--- src/common/hcp_map.svh ---
//------------------------------------------------------------------
// Purpose: offsets, field positions, reset values and timing counts
// Assumes: 20 MHz clock, byte offsets on the register port
// Notes:   included by the pin flag and register design files and the bench
//------------------------------------------------------------------
// Functional notes
// - bit 5 accepts general call, resets 0
// - bit 3 selects fast-mode-plus, resets 1
// - config done set after reset, held until next reset
// - bit 1 copies staged pin configuration
// - batch update refused while override pending
// - writing bit 0 starts chip reset
// - address bits 6:0 used, bit 7 zero
// - address from strap or otp at end of configuration
// - level status shows present pin levels
// - pin change sets its flag, reset zero
// - writing one clears that flag only
// - cleared flag re-arms for next change
// - flag and enable raise pin interrupt
// - enable mask per pin, resets zero
// - top status bit 1 shows pin interrupt
// - top status bit 12 mirrors config done
`ifndef HCP_MAP_SVH
`define HCP_MAP_SVH

// ------------------------------------------------------------------
// register offsets
// ------------------------------------------------------------------
`define HCP_OFS_TOP_STS 8'h10
`define HCP_OFS_HARDWARE_CONTROL 8'h18
`define HCP_OFS_ADDR 8'h1a
`define HCP_OFS_PIN_LVL 8'h20
`define HCP_OFS_PIN_CHG 8'h22
`define HCP_OFS_PIN_MASK 8'h24
`define HCP_OFS_EVT_STS 8'h28
`define HCP_OFS_EVT_MASK 8'h2a

// ------------------------------------------------------------------
// field positions
// ------------------------------------------------------------------
`define HCP_BIT_GCALL 5
`define HCP_BIT_FMP 3
`define HCP_BIT_CFGD 2
`define HCP_BIT_UPD 1
`define HCP_BIT_SRST 0
`define HCP_BIT_TOP_PIN 1
`define HCP_BIT_TOP_RDY 12
`define HCP_EVT_PIN 0
`define HCP_EVT_RDY 1
`define HCP_EVT_UPD_DONE 2
`define HCP_EVT_UPD_REF 3
`define HCP_EVT_W 4

// ------------------------------------------------------------------
// reset values
// ------------------------------------------------------------------
`define HCP_GCALL_RST 1'h0
`define HCP_FMP_RST 1'h1
`define HCP_PIN_CHG_RST 16'h0000
`define HCP_PIN_MASK_RST 16'h0000
`define HCP_EVT_MASK_RST 4'h0

// ------------------------------------------------------------------
// timing
// ------------------------------------------------------------------
`define HCP_CLK_NS 50
`define HCP_SRST_NS 1000
`define HCP_SRST_CYC ((`HCP_SRST_NS + `HCP_CLK_NS - 1) / `HCP_CLK_NS)
`define HCP_CFG_NS 2000
`define HCP_CFG_CYC ((`HCP_CFG_NS + `HCP_CLK_NS - 1) / `HCP_CLK_NS)

`endif

--- src/common/hcp_pkg.sv ---
//------------------------------------------------------------------
// Purpose: state types of the control block
// Assumes: nothing
// Notes:   constants live in hcp_map.svh
//------------------------------------------------------------------
package hcp_pkg;

    typedef enum logic [1:0] {
        SEQ_RESET = 2'b00,
        SEQ_CONFIG = 2'b01,
        SEQ_READY = 2'b10
    } hcp_seq_t;

    typedef enum logic {
        UPD_IDLE = 1'b0,
        UPD_COPY = 1'b1
    } hcp_upd_t;

endpackage : hcp_pkg

--- src/verilog/hcp_sync.sv ---
//------------------------------------------------------------------
// Purpose: two-stage synchroniser for a bus of unrelated levels
// Assumes: each bit is an independent level
// Notes:   stage one feeds stage two only
//------------------------------------------------------------------
`timescale 1ns/10ps
`default_nettype none
module hcp_sync #(
    parameter int W = 16
) (
    // clock
    input wire logic mclk_in,
    // data
    input wire logic [W-1:0] d_in,
    output logic [W-1:0] q_out
);

    logic [W-1:0] meta_reg;

    // no reset: levels are already true when reset ends, so no false edge
    always_ff @(posedge mclk_in) begin
        meta_reg <= d_in;
        q_out <= meta_reg;
    end

endmodule : hcp_sync
`default_nettype wire

--- src/verilog/hcp_pin_flags.sv ---
//------------------------------------------------------------------
// Purpose: per-pin change detection with sticky write-one-clear flags
// Assumes: pin levels already synchronised
// Notes:   a change in the clearing cycle keeps its flag set
//------------------------------------------------------------------
`timescale 1ns/10ps
`default_nettype none
`include "hcp_map.svh"
module hcp_pin_flags #(
    parameter int N = 16
) (
    // clock and reset
    input wire logic mclk_in,
    input wire logic rst_n_in,
    // pins and clear
    input wire logic [N-1:0] lvl_in,
    input wire logic [N-1:0] clr_in,
    // flags
    output logic [N-1:0] flags_out
);

    logic armed_reg;
    logic [N-1:0] prev_reg;

    // first cycle after reset only takes the baseline, so a pin
    // that is already high does not raise a false change
    always_ff @(posedge mclk_in) begin
        if (!rst_n_in) begin
            armed_reg <= 1'h0;
            prev_reg <= '0;
        end else begin
            armed_reg <= 1'h1;
            prev_reg <= lvl_in;
        end
    end

    genvar i;
    generate
        for (i = 0; i < N; i++) begin : g_pin
            always_ff @(posedge mclk_in) begin
                if (!rst_n_in) begin
                    flags_out[i] <= 1'(`HCP_PIN_CHG_RST >> i);
                end else if (armed_reg && (lvl_in[i] != prev_reg[i])) begin
                    flags_out[i] <= 1'h1;
                end else if (clr_in[i]) begin
                    flags_out[i] <= 1'h0;
                end
            end
        end
    endgenerate

endmodule : hcp_pin_flags
`default_nettype wire

--- src/verilog/hcp_regs.sv ---
//------------------------------------------------------------------
// Purpose: hardware control, bus target address and pin change
//          registers with their interrupt logic
// Assumes: register port on mclk_in, read data one cycle later;
//          pins and strap come from outside the clock domain
// Notes:   soft chip reset re-runs the configuration sequence
//------------------------------------------------------------------
//
// Chosen here: the address-and-strobe port.
`timescale 1ns/10ps
`default_nettype none
`include "hcp_map.svh"
module hcp_regs
    import hcp_pkg::*;
#(
    parameter int NPIN = 16,
    parameter int NOVR = 4
) (
    // clock and reset
    input wire logic mclk_in,
    input wire logic rst_n_in,
    // register port
    input wire logic [7:0] reg_addr_in,
    input wire logic [15:0] reg_wdata_in,
    input wire logic reg_wr_in,
    input wire logic reg_rd_in,
    output logic [15:0] reg_rdata_out,
    // pins and strap
    input wire logic [NPIN-1:0] pin_level_in,
    input wire logic [6:0] strap_addr_in,
    // one-time-programmable settings
    input wire logic otp_address_override_enable_in,
    input wire logic [6:0] otp_address_value_in,
    // pin configuration block
    input wire logic [NOVR-1:0] override_enable_bits_in,
    input wire logic pin_batch_copy_done_in,
    output logic pin_batch_update_request_out,
    // bus target controls
    output logic [6:0] bus_target_address_out,
    output logic general_call_accept_out,
    output logic fast_mode_plus_select_out,
    // chip control
    output logic soft_chip_reset_out,
    output logic config_done_flag_out,
    // interrupts
    output logic pin_change_interrupt_out,
    output logic irq_out
);

    // ------------------------------------------------------------------
    // declarations
    // ------------------------------------------------------------------
    localparam logic [7:0] SRST_LAST = 8'(`HCP_SRST_CYC - 1);
    localparam logic [7:0] CFG_LAST = 8'(`HCP_CFG_CYC - 1);

    hcp_seq_t seq_reg;
    hcp_upd_t upd_reg;
    logic [7:0] cnt_reg;
    logic blk_rst_n;
    logic [NPIN-1:0] pin_sync;
    logic [6:0] strap_sync;
    logic [NPIN-1:0] pin_change_flags;
    logic [NPIN-1:0] flag_clr;
    logic [NPIN-1:0] pin_change_irq_mask_reg;
    logic [`HCP_EVT_W-1:0] evt_reg;
    logic [`HCP_EVT_W-1:0] evt_next;
    logic [`HCP_EVT_W-1:0] evt_set;
    logic [`HCP_EVT_W-1:0] evt_mask_reg;
    logic wr_hardware_control;
    logic srst_req;
    logic upd_req;
    logic cfg_finish;
    logic pin_irq_next;
    logic [15:0] rdata_next;

    // registers return to defaults while the chip reset runs
    assign blk_rst_n = rst_n_in && !soft_chip_reset_out;

    // ------------------------------------------------------------------
    // input synchronisers
    // ------------------------------------------------------------------
    hcp_sync #(
        .W(NPIN)
    ) u_pin_sync (
        .mclk_in(mclk_in),
        .d_in(pin_level_in),
        .q_out(pin_sync)
    );

    hcp_sync #(
        .W(7)
    ) u_strap_sync (
        .mclk_in(mclk_in),
        .d_in(strap_addr_in),
        .q_out(strap_sync)
    );

    // ------------------------------------------------------------------
    // write decode
    // ------------------------------------------------------------------
    assign wr_hardware_control = reg_wr_in && (reg_addr_in == `HCP_OFS_HARDWARE_CONTROL);
    assign srst_req = wr_hardware_control && reg_wdata_in[`HCP_BIT_SRST]
        && (seq_reg != SEQ_RESET);
    assign upd_req = wr_hardware_control && reg_wdata_in[`HCP_BIT_UPD]
        && (upd_reg == UPD_IDLE) && !srst_req;
    assign cfg_finish = (seq_reg == SEQ_CONFIG) && (cnt_reg == CFG_LAST);

    always_comb begin
        flag_clr = '0;
        if (reg_wr_in && (reg_addr_in == `HCP_OFS_PIN_CHG)) begin
            flag_clr = reg_wdata_in[NPIN-1:0];
        end
    end

    // ------------------------------------------------------------------
    // reset and configuration sequencer
    // ------------------------------------------------------------------
    always_ff @(posedge mclk_in) begin
        if (!rst_n_in) begin
            seq_reg <= SEQ_CONFIG;
            cnt_reg <= 8'h00;
        end else if (srst_req) begin
            seq_reg <= SEQ_RESET;
            cnt_reg <= 8'h00;
        end else begin
            case (seq_reg)
                SEQ_RESET: begin
                    if (cnt_reg == SRST_LAST) begin
                        seq_reg <= SEQ_CONFIG;
                        cnt_reg <= 8'h00;
                    end else begin
                        cnt_reg <= cnt_reg + 8'h01;
                    end
                end
                SEQ_CONFIG: begin
                    if (cfg_finish) begin
                        seq_reg <= SEQ_READY;
                        cnt_reg <= 8'h00;
                    end else begin
                        cnt_reg <= cnt_reg + 8'h01;
                    end
                end
                SEQ_READY: begin
                    cnt_reg <= 8'h00;
                end
                default: begin
                    seq_reg <= SEQ_CONFIG;
                    cnt_reg <= 8'h00;
                end
            endcase
        end
    end

    always_ff @(posedge mclk_in) begin
        if (!rst_n_in) begin
            soft_chip_reset_out <= 1'h0;
        end else if (srst_req) begin
            soft_chip_reset_out <= 1'h1;
        end else if ((seq_reg == SEQ_RESET) && (cnt_reg == SRST_LAST)) begin
            soft_chip_reset_out <= 1'h0;
        end
    end

    always_ff @(posedge mclk_in) begin
        if (!blk_rst_n) begin
            config_done_flag_out <= 1'h0;
        end else if (cfg_finish) begin
            config_done_flag_out <= 1'h1;
        end
    end

    // ------------------------------------------------------------------
    // hardware control fields
    // ------------------------------------------------------------------
    always_ff @(posedge mclk_in) begin
        if (!blk_rst_n) begin
            general_call_accept_out <= `HCP_GCALL_RST;
            fast_mode_plus_select_out <= `HCP_FMP_RST;
        end else if (wr_hardware_control) begin
            general_call_accept_out <= reg_wdata_in[`HCP_BIT_GCALL];
            fast_mode_plus_select_out <= reg_wdata_in[`HCP_BIT_FMP];
        end
    end

    // ------------------------------------------------------------------
    // batch pin update
    // ------------------------------------------------------------------
    always_ff @(posedge mclk_in) begin
        if (!blk_rst_n) begin
            upd_reg <= UPD_IDLE;
            pin_batch_update_request_out <= 1'h0;
        end else begin
            case (upd_reg)
                UPD_IDLE: begin
                    if (upd_req && !(|override_enable_bits_in)) begin
                        upd_reg <= UPD_COPY;
                        pin_batch_update_request_out <= 1'h1;
                    end
                end
                UPD_COPY: begin
                    if (pin_batch_copy_done_in) begin
                        upd_reg <= UPD_IDLE;
                        pin_batch_update_request_out <= 1'h0;
                    end
                end
                default: begin
                    upd_reg <= UPD_IDLE;
                    pin_batch_update_request_out <= 1'h0;
                end
            endcase
        end
    end

    // ------------------------------------------------------------------
    // bus target address
    // ------------------------------------------------------------------
    // strap is sampled at the end of configuration, well after release,
    // so it has long passed the synchroniser
    always_ff @(posedge mclk_in) begin
        if (!blk_rst_n) begin
            bus_target_address_out <= 7'h00;
        end else if (cfg_finish) begin
            if (otp_address_override_enable_in) begin
                bus_target_address_out <= otp_address_value_in;
            end else begin
                bus_target_address_out <= strap_sync;
            end
        end else if (reg_wr_in && (reg_addr_in == `HCP_OFS_ADDR)) begin
            bus_target_address_out <= reg_wdata_in[6:0];
        end
    end

    // ------------------------------------------------------------------
    // pin change flags and mask
    // ------------------------------------------------------------------
    hcp_pin_flags #(
        .N(NPIN)
    ) u_flags (
        .mclk_in(mclk_in),
        .rst_n_in(blk_rst_n),
        .lvl_in(pin_sync),
        .clr_in(flag_clr),
        .flags_out(pin_change_flags)
    );

    always_ff @(posedge mclk_in) begin
        if (!blk_rst_n) begin
            pin_change_irq_mask_reg <= NPIN'(`HCP_PIN_MASK_RST);
        end else if (reg_wr_in && (reg_addr_in == `HCP_OFS_PIN_MASK)) begin
            pin_change_irq_mask_reg <= reg_wdata_in[NPIN-1:0];
        end
    end

    assign pin_irq_next = |(pin_change_flags & pin_change_irq_mask_reg);

    always_ff @(posedge mclk_in) begin
        if (!blk_rst_n) begin
            pin_change_interrupt_out <= 1'h0;
        end else begin
            pin_change_interrupt_out <= pin_irq_next;
        end
    end

    // ------------------------------------------------------------------
    // block events: sticky, cleared by reading, set wins
    // ------------------------------------------------------------------
    always_comb begin
        evt_set = '0;
        evt_set[`HCP_EVT_PIN] = pin_irq_next && !pin_change_interrupt_out;
        evt_set[`HCP_EVT_RDY] = cfg_finish;
        evt_set[`HCP_EVT_UPD_DONE] = (upd_reg == UPD_COPY) && pin_batch_copy_done_in;
        evt_set[`HCP_EVT_UPD_REF] = upd_req && (|override_enable_bits_in);
        evt_next = evt_reg;
        if (reg_rd_in && (reg_addr_in == `HCP_OFS_EVT_STS)) begin
            evt_next = '0;
        end
        evt_next = evt_next | evt_set;
    end

    always_ff @(posedge mclk_in) begin
        if (!blk_rst_n) begin
            evt_reg <= '0;
        end else begin
            evt_reg <= evt_next;
        end
    end

    always_ff @(posedge mclk_in) begin
        if (!blk_rst_n) begin
            evt_mask_reg <= `HCP_EVT_MASK_RST;
        end else if (reg_wr_in && (reg_addr_in == `HCP_OFS_EVT_MASK)) begin
            evt_mask_reg <= reg_wdata_in[`HCP_EVT_W-1:0];
        end
    end

    always_ff @(posedge mclk_in) begin
        if (!blk_rst_n) begin
            irq_out <= 1'h0;
        end else begin
            irq_out <= |(evt_next & evt_mask_reg);
        end
    end

    // ------------------------------------------------------------------
    // read path
    // ------------------------------------------------------------------
    // reserved bits zero
    always_comb begin
        rdata_next = 16'h0000;
        if (reg_addr_in == `HCP_OFS_HARDWARE_CONTROL) begin
            rdata_next[`HCP_BIT_GCALL] = general_call_accept_out;
            rdata_next[`HCP_BIT_FMP] = fast_mode_plus_select_out;
            rdata_next[`HCP_BIT_CFGD] = config_done_flag_out;
            rdata_next[`HCP_BIT_UPD] = (upd_reg == UPD_COPY);
        end else if (reg_addr_in == `HCP_OFS_ADDR) begin
            rdata_next[6:0] = bus_target_address_out;
        end else if (reg_addr_in == `HCP_OFS_PIN_LVL) begin
            rdata_next[NPIN-1:0] = pin_sync;
        end else if (reg_addr_in == `HCP_OFS_PIN_CHG) begin
            rdata_next[NPIN-1:0] = pin_change_flags;
        end else if (reg_addr_in == `HCP_OFS_PIN_MASK) begin
            rdata_next[NPIN-1:0] = pin_change_irq_mask_reg;
        end else if (reg_addr_in == `HCP_OFS_TOP_STS) begin
            rdata_next[`HCP_BIT_TOP_PIN] = pin_change_interrupt_out;
            rdata_next[`HCP_BIT_TOP_RDY] = config_done_flag_out;
        end else if (reg_addr_in == `HCP_OFS_EVT_STS) begin
            rdata_next[`HCP_EVT_W-1:0] = evt_reg;
        end else if (reg_addr_in == `HCP_OFS_EVT_MASK) begin
            rdata_next[`HCP_EVT_W-1:0] = evt_mask_reg;
        end
    end

    // read data only stands in the cycle after the read strobe
    always_ff @(posedge mclk_in) begin
        if (!rst_n_in) begin
            reg_rdata_out <= 16'h0000;
        end else if (reg_rd_in) begin
            reg_rdata_out <= rdata_next;
        end else begin
            reg_rdata_out <= 16'h0000;
        end
    end

endmodule : hcp_regs
`default_nettype wire

--- config.mk ---
export PLATFORM = sky130hd
export DESIGN_NAME = hcp_regs
export DESIGN_NICKNAME = d
export VERILOG_FILES = /design/src/common/hcp_pkg.sv /design/src/verilog/hcp_sync.sv /design/src/verilog/hcp_pin_flags.sv /design/src/verilog/hcp_regs.sv
export VERILOG_INCLUDE_DIRS = /design/src /design/src/common
export SDC_FILE = /design/constraint.sdc
export NUM_CORES = 1
export LEC_CHECK = 0
export BUFFER_PORTS_ARGS = -buffer_cell sky130_fd_sc_hd__buf_4
export CAP_MARGIN = 10
export CELL_PAD_IN_SITES_DETAIL_PLACEMENT = 1
export CELL_PAD_IN_SITES_GLOBAL_PLACEMENT = 1
export CORE_AREA = 4 4 97 135
export CTS_CLUSTER_SIZE = 16
export DETAILED_ROUTE_END_ITERATION = 10
export DIE_AREA = 0 0 101 139
export PLACE_DENSITY = 0.82
export REMOVE_ABC_BUFFERS = 1
export SYNTH_ARGS = -nofsm -noshare
export SYNTH_HDL_FRONTEND = slang
export SYNTH_SLANG_ARGS = --single-unit
--- constraint.sdc ---
create_clock -name mclk_in -period 5.2 [get_ports mclk_in]
set_clock_uncertainty 0.2 [all_clocks]
set_input_delay 1.04 -clock mclk_in [delete_from_list [all_inputs] [get_ports mclk_in]]
set_output_delay 1.04 -clock mclk_in [all_outputs]
set_load 0.05 [all_outputs]
After elaboration in Yosys (flattened, before gate mapping)
Cells that the tools add are included.
W data, S select, Z words.
- flip-flop bits (word level): 144
- input port bits: 64
- output and inout port bits: 30
- logic and storage cells: 219
- $add $sub $neg: 1
- equal/unequal tests: 35
- mux-type cells: 68
- bitwise logic cells: 7
- reduce and logical (&&, ||, !) cells: 68
- operator list (operator ; number):
    $eq A8 B6 Y1 const B ; 6
    $mux W16 ; 3
    $mux W1 ; 45
    $reduce_bool A2 Y1 ; 19
    $logic_and A1 B1 Y1 ; 34
    $eq A8 B5 Y1 const B ; 4
    $mux W7 ; 4
    $mux W8 ; 3
    $and A16 B16 Y16 ; 1
    $mux W4 ; 4
    $ne A1 B1 Y1 ; 16
    $pmux W8 S2 ; 1
    $reduce_or A16 Y1 ; 1
    $reduce_or A4 Y1 ; 3
    $add A8 B1 Y8 const B ; 1
    $ne A2 B2 Y1 const B ; 4
    $mux W2 ; 3
    $mux W3 ; 2
    $ne A3 B3 Y1 const B ; 2
    $pmux W2 S3 ; 1
    $reduce_and A3 Y1 ; 2
    $and A4 B4 Y4 ; 1
    $logic_not A1 Y1 ; 4
    $not A1 Y1 ; 4
    9 further kinds ; 11

Depth between registers and ports, before layout
Gate-level depths: netlist (run 1).
- word-level depth: 10
- mapped depth: 8
- depth with buffers taken out: 6

Hierarchy
Synthesis (run 1) repeated with hierarchy kept, for this count alone.
- cell total of the unflattened synthesis: 531
- area, all modules: 5232.5 µm²
- by module, submodules not included (module ; instances ; cells each ; area an instance (µm²) ; seq. area each (µm²)):
    hcp_regs ; 1 ; 383 ; 3179.3 ; 1301.2
    hcp_pin_flags ; 1 ; 102 ; 1132.3 ; 660.6
    hcp_sync at u_pin_sync ; 1 ; 32 ; 640.6 ; 640.6
    hcp_sync at u_strap_sync ; 1 ; 14 ; 280.3 ; 280.3

Least setup slack after synthesis (run 1)
Ideal clock, no wire load.
- path kind: in2reg
- from: in reg_addr_in[2]
- to: reg bus_target_address_out[0]
- data arrival time: 2.162 ns
- data required time: 4.872 ns
- path slack: 2.710 ns
- stages: 7
- path buffers: 2
- cells stage by stage: buf_4 -> and4bb_4 -> and2_1 -> buf_4 -> nand2_1 -> a211oi_1 -> a211oi_1
- word-level cells in the longest chain between the ends: 3
- ends and longest elaborated chain (element ; RTL line ; source):
    start: declaration ; hcp_regs.sv:23 ; input wire logic [7:0] reg_addr_in,
    $eq A8 B5 Y1 (no line) ; n/a ;
    $logic_and A1 B1 Y1 ; hcp_regs.sv:228 ; end else if (reg_wr_in && (reg_addr_in == `HCP_OFS_ADDR)) begin
    $reduce_bool A2 Y1 (no line) ; n/a ;
    end signal: assignment ; hcp_regs.sv:224 ; bus_target_address_out <= otp_address_value_in;
    end signal: assignment ; hcp_regs.sv:226 ; bus_target_address_out <= strap_sync;
    end signal: assignment ; hcp_regs.sv:229 ; bus_target_address_out <= reg_wdata_in[6:0];
    end: declaration ; hcp_regs.sv:39 ; output logic [6:0] bus_target_address_out,
No other way between the ends.
A chain may end at the register's enable or synchronous reset.

Worst setup path after layout (run 1)
- from: in reg_addr_in[4]
- to: reg pin_change_irq_mask_reg[0]
- word-level cells in the longest chain between the ends: 2
- ends and longest elaborated chain (element ; RTL line ; source):
    $eq A8 B6 Y1 (no line) ; n/a ;
    $logic_and A1 B1 Y1 ; hcp_regs.sv:249 ; end else if (reg_wr_in && (reg_addr_in == `HCP_OFS_PIN_MASK)) begin
    end signal: assignment ; hcp_regs.sv:248 ; pin_change_irq_mask_reg <= NPIN'(`HCP_PIN_MASK_RST);
    end signal: assignment ; hcp_regs.sv:250 ; pin_change_irq_mask_reg <= reg_wdata_in[NPIN-1:0];
    end: declaration ; hcp_regs.sv:64 ; logic [NPIN-1:0] pin_change_irq_mask_reg;
No other way between the ends.

==> impl_metrics.json, run 1 <==
{
  "cts_buffer_depth": 2,
  "p_sw_frac": 0.2259,
  "hold_depth": 0,
  "dr.pass1.iters": 5,
  "routed_via_density": 5.708,
  "pwr-share-clk": 0.462,
  "placed_area_um2": 5988,
  "synth_top_area_cell": "dfxtp_1",
  "internal_power_mw": 1.873,
  "track_usage": 0.2240,
  "hp-class": "reg -> reg",
  "clk_latency_ps": 410,
  "drc_errors": 0,
  "gr-total-overflow": 0,
  "synthSimpleGateAreaFrac": 0.1994,
  "outcome": "complete, no violations",
  "dp_hpwl_um": 10540,
  "ys_top_cells_by_area": "dfxtp_1, nand2_1, nor2_1",
  "syn_avg_cell_area_um2": 9.969,
  "hold_end": "u_pin_sync.q_out[12]",
  "pwr-share-seq": 0.485,
  "grt_max_degree": 53,
  "yosys_warnings": 0,
  "arrival_ps": 2750,
  "met3_usage": 0.04278,
  "ant_nets": 0,
  "maxCapViolCount": 0,
  "drv_slew": 0,
  "holdBufCountCts": 0,
  "muxShareOfSynthArea": 0.03060,
  "die_w_um": 101,
  "fin_util": 0.5523,
  "antenna_found_initial": 0,
  "synth_area_um2": 5234,
  "rsz0062_at_grt": "no",
  "yosysMostFrequentCell": "dfxtp_1",
  "synth_top_family_by_area": "simple AND/OR/NAND/NOR gates",
  "combPwrFrac": 0.053,
  "timing.final.crit_share": 0.5141,
  "timing.reg2reg.setup_slack_ps": 2550,
  "grt_pass1_wl_um": 24530,
  "initial_utilization": 0.4428,
  "area_growth_pct": 24.74,
  "vdd_drop_max_uv": 211.2,
  "drtIter0Drc": 334,
  "ctsResizeCount": 0,
  "die-area_um2": 14040,
  "r2r_cells": 5,
  "crit_type": "in -> reg",
  "synth_compound_area_frac": 0.1473,
  "place_ws_ps": 2128,
  "hold_viol": 0,
  "switching_power_uw": 546.6,
  "leakage_nw": 2.615,
  "end_kind": "flop",
  "slew_headroom": 0.1751,
  "setup_violations": 0,
  "hold_slack_ps": 125.5,
  "port_buffers": 93,
  "hold_start": "u_pin_sync.meta_reg[12]",
  "grt_busiest_layer": "met2",
  "routed-via-count": 4378,
  "crit_fanout": 16,
  "ys_ff_latch": 144,
  "yosys.area.top_type_share": 0.5508,
  "reg2reg_to": "bus_target_address_out[4]",
  "cts_setup_buffers": 0,
  "tightest_slew_ps": 1228,
  "htreeDepth": 4,
  "design_area_um2": 6529,
  "cts.clk_slew.worst_paths_ps": 60,
  "finalWorstSetupSlack_ps": 2527,
  "io_pins": 94,
  "antenna_cells": 0,
  "cts.sinks": 144,
  "met1_usage": 0.2606,
  "fp.dieH_um": 139,
  "gp_congestion": 0.8892,
  "timing.fmax_ghz": 0.3741,
  "root_buffer": "clkbuf_16",
  "wl_per_cell_um": 20.04,
  "crit_required_ps": 5280,
  "core_um2": 11820,
  "synth_xor_area_frac": 0.03682,
  "met2_usage": 0.3867,
  "rows": 47,
  "synthAdderAreaFrac": 0.002391,
  "grt_pass1_vias": 4727,
  "start_kind": "primary input",
  "drive_gt1_frac": 0.2145,
  "yosysUniqueCellTypes": 51,
  "timing.setup.tns_ps": 0,
  "p_per_area_nw_per_um2": 370.5,
  "syn-instance-count": 525,
  "cts_made_buffers": 17,
  "ys_seq_area_frac": 0.5508,
  "nNetsFinal": 674,
  "postSynth.asyncResetShare": 0,
  "synthFlopType": "dfxtp_1",
  "synth_edf_count": 0,
  "fin_crit_ps": 2673,
  "r2r-start": "cnt_reg[3]",
  "wl_um": 15370,
  "synthTopCellsByCount": "dfxtp_1, nand2_1, nor2_1",
  "cts_tree": "yes"
}
-- through the flow --
step | std cells | power, mW
2_1_floorplan | 494 | 1.238
3_3_place_gp | 737 | 1.313
3_5_place_dp | 737 | 1.322
4_1_cts | 767 | 2.428
5_1_grt | 767 | 2.500
6_report | 767 | 2.419
-- critical path, stage by stage --
cell,delay (ps)
buf_4,120
nor4b_2,250
buf_4,240
and4b_1,270
nand2_1,440
mux2i_1,320
nor2_1,60
-- area by class of cell --
| cell class | count | area (um2) |
|---|---|---|
| clock buffers | 22 | 454.2 |
| fillers | 1313 | 5291 |
| inverters | 5 | 18.77 |
| repair buffers | 96 | 720.7 |
| well taps | 147 | 183.9 |
| multi-input cells | 345 | 2182 |
| clock inverters | 8 | 86.33 |
| flip-flops and latches | 144 | 2883 |
-- how the worst max path moves through the flow --
stage,from,end,slack (ps),cells after the start
final,reg_addr_in[4],pin_change_irq_mask_reg[0],2530,7
after global placement,reg_addr_in[5],reg_rdata_out[9],2190,5
after global routing,reg_addr_in[4],pin_change_irq_mask_reg[0],2430,7
after CTS,reg_addr_in[4],u_flags.flags_out[11],2540,7
after detailed placement,reg_addr_in[4],u_flags.flags_out[0],2130,7
after floorplan,reg_addr_in[4],pin_change_irq_mask_reg[0],1680,5
-- power by group through the flow --
stage	registers [mW]	clock network (mW)	logic, mW
after floorplan	1.19	0	0.0526
after global placement	1.19	0	0.120
after detailed placement	1.20	0	0.126
after CTS	1.17	1.13	0.128
after global routing	1.18	1.18	0.139
final	1.17	1.12	0.128
-- placed cells by master (no fill, tap or decap), types with 2 or more instances in the layout --
cell type   count
dfxtp_1       144
buf_4          96
nand2_1        60
nor2_1         48
a21oi_1        34
nand3_1        28
and2_1         21
xor2_1         20
a22oi_1        19
clkbuf_16      17
mux2i_1        16
a222oi_1       14
a22o_1          9
o211ai_1        8
inv_1           5
nor2b_1         5
nand3b_1        5
a221oi_1        5
o21ai_0         5
and3_1          4
nand2b_1        4
clkinvlp_4      4
clkbuf_1        4
nor3_1          3
clkinv_4        3
nor4b_4         2
nand4_1         2
nor3b_1         2
xnor2_1         2
a21oi_2         2
a211oi_1        2
and4_1          2
a2bb2oi_1       2
or3_1           2
a31oi_1         2
-- cell families (layout without fill, tap and decap cells) --
family / Yosys count / in the layout
multiplexers: 16 / 16
flip-flops: 144 / 144
buffers and inverters: 36 / 131
XOR/XNOR: 22 / 22
AO/OA/AOI/OAI: 107 / 107
adder cells (fa/ha/maj): 1 / 1
AND/OR/NAND/NOR: 199 / 199
-- per-layer routing --
layer	vias up	share of wire
met5	-	0
met4	0	0.036
met3	37	0.047
met2	152	0.52
met1	2163	0.39
li1	2026	-
Power figures use the tool's default switching activity.
==> run 2, diff against run 1 <==
ABC_AREA = 1   (was default)
CORE_AREA = 4 4 107 150   (was 4 4 97 135)
DIE_AREA = 0 0 111 154   (was 0 0 101 139)
PLACE_DENSITY = 0.75   (was 0.82)
clock period = 2.38 ns   (was 5.2 ns; I/O delays follow)
==> run 2 against run 1 <==
  * Clock power up 140%
  * Clock-buffer cell count down 3
  * Register-to-register slack worse by 2100 ps
  * Largest cell class unchanged
==> impl_metrics.json, run 2 <==
{
  "wl_per_cell_um": 16.24,
  "io_pins": 94,
  "timing.setup.tns_ps": 0,
  "design_area_um2": 7119,
  "ant_nets": 0,
  "synth_edf_count": 0,
  "maxCapViolCount": 0,
  "seq_area_um2": 2883,
  "fin_util": 0.4814,
  "antenna_found_initial": 0,
  "timing.final.crit_share": 0.8007,
  "synth_top_area_cell": "dfxtp_1",
  "postSynth.asyncResetShare": 0,
  "routed-via-count": 4740,
  "slew_headroom": 0.4620,
  "gr-total-overflow": 0,
  "power_mw": 5.610,
  "synth_xor_area_frac": 0.03103,
  "drc_errors": 0,
  "end_kind": "flop",
  "yosysMostFrequentCell": "nand2_1",
  "internal_power_mw": 4.359,
  "leakage_nw": 3.219,
  "drive_gt1_frac": 0.2163,
  "muxShareOfSynthArea": 0.01470,
  "synthAdderAreaFrac": 0.002333,
  "fillCellCount": 1766,
  "dp_hpwl_um": 11700,
  "dp.cells": 923,
  "combPwrFrac": 0.057,
  "track_usage": 0.1912,
  "port_buffers": 93,
  "pwr-share-clk": 0.489,
  "cts.sinks": 144,
  "cts_made_buffers": 17,
  "multi_input_area_um2": 2082,
  "core_um2": 14790,
  "yosys.area.top_type_share": 0.5376,
  "cts_tree": "yes",
  "cts.clk_slew.worst_paths_ps": 60,
  "syn_avg_cell_area_um2": 8.263,
  "crit_required_ps": 2470,
  "synth_area_um2": 5363,
  "p_per_area_nw_per_um2": 788.0,
  "outcome": "complete, no violations",
  "drtIter0Drc": 171,
  "syn-instance-count": 649,
  "area_growth_pct": 32.76,
  "ys_seq_area_frac": 0.5376,
  "vdd_drop_max_uv": 634.8,
  "routed_via_density": 4.847,
  "pwr-share-seq": 0.455,
  "setup_violations": 0,
  "tightest_slew_ps": 805.9,
  "crit_fanout": 11,
  "cts_buffer_depth": 2,
  "die_w_um": 111,
  "rsz0062_at_grt": "no",
  "final_common_cell": "nand2_1",
  "final_cell_mix": "nand2_1, dfxtp_1, buf_4",
  "gp_congestion": 0.8588,
  "place_ws_ps": 170.4,
  "yosys_warnings": 0,
  "yosysUniqueCellTypes": 32,
  "root_buffer": "clkbuf_16",
  "synthTopCellsByCount": "nand2_1, dfxtp_1, inv_1",
  "ctsResizeCount": 0,
  "switching_power_mw": 1.251,
  "layout.cells.non_filler": 978,
  "fp.dieH_um": 154,
  "placed_area_um2": 6276,
  "grt_max_degree": 27,
  "grt_pass1_vias": 5187,
  "hold_slack_ps": 104.0,
  "finalWorstSetupSlack_ps": 474.4,
  "nNetsFinal": 838,
  "cts_setup_buffers": 0,
  "start_kind": "flop",
  "holdBufCountCts": 23,
  "fin_crit_ps": 1906,
  "grt_pass1_wl_um": 25690,
  "p_sw_frac": 0.2230,
  "ys_top_cells_by_area": "dfxtp_1, nand2_1, a21oi_1",
  "synth_compound_area_frac": 0.1234,
  "ys_ff_latch": 144,
  "wl_um": 15880,
  "clk_latency_ps": 420,
  "initial_utilization": 0.3626,
  "die-area_um2": 17090,
  "drv_slew": 0,
  "synthSimpleGateAreaFrac": 0.2168,
  "crit_type": "reg -> reg",
  "hp-class": "in -> reg",
  "arrival_ps": 2000,
  "timing.fmax_ghz": 0.5248,
  "hold_viol": 0,
  "antenna_cells": 0,
  "synthFlopType": "dfxtp_1",
  "synth_top_family_by_area": "simple AND/OR/NAND/NOR gates",
  "rows": 53,
  "dr.pass1.iters": 4,
  "htreeDepth": 4
}
==> run 2: cell count changes after synthesis, moves of 8 or more <==
cell	before	now
nand2_1	60	145
a21oi_1	34	65
inv_1	5	72
a222oi_1	14	0
a22o_1	9	0
o21ai_0	5	46
o221ai_1	0	8
o211ai_1	8	0
and2_1	21	0
a22oi_1	19	0
mux2i_1	16	0
==> run 2: final cells by class <==
type                    count  area share
flip-flops and latches    144      0.4049
clock inverters            13     0.02250
repair buffers            126      0.1427
clock buffers              19     0.06362
well taps                 192     0.03374
inverters                  76     0.04007
multi-input cells         408      0.2924
==> run 2: cells by family (layout without fill, tap and decap cells) <==
group | Yosys count | in the layout
flops | 144 | 144
compound gates | 124 | 124
simple gates | 257 | 257
fa+ha+maj | 1 | 1
buf+inv | 97 | 234
mux | 7 | 7
xor+xnor | 19 | 19
==> run 2: final timing paths <==
kind | start | to | slack (ps) | cells after the start
worst min-delay path | rst_n_in | seq_reg[0] | 100 | 2
worst max-delay path | cnt_reg[0] | bus_target_address_out[6] | 470 | 7
worst min register to register | u_strap_sync.meta_reg[1] | u_strap_sync.q_out[1] | 130 | 0
worst max register to register | cnt_reg[0] | bus_target_address_out[6] | 470 | 7
==> run 2: critical path, stage by stage, from the launching register on <==
cell,delay [ps]
dfxtp_1,350
ha_1,190
nand2_1,120
nor3_2,180
nand3_2,210
buf_4,240
o21ai_0,180
a21oi_1,100
==> run 2: power groups by stage <==
stage	combinational, mW	sequential, mW	clock (mW)
after global placement	0.273	2.60	0
after floorplan	0.129	2.59	0
after global routing	0.350	2.56	2.92
final	0.317	2.55	2.74
after detailed placement	0.286	2.60	0
after CTS	0.320	2.55	2.79
==> run 2: metal layers <==
metal / up-vias / track usage / share of wire / routed length [um]
met2: 122 / 0.3628 / 0.54 / 8580
li1: 2333 / - / - / -
met3: 29 / 0.04646 / 0.046 / 734
met5: - / 0 / 0 / 0
met4: 0 / 0.09096 / 0.027 / 432
met1: 2256 / 0.1938 / 0.39 / 6134
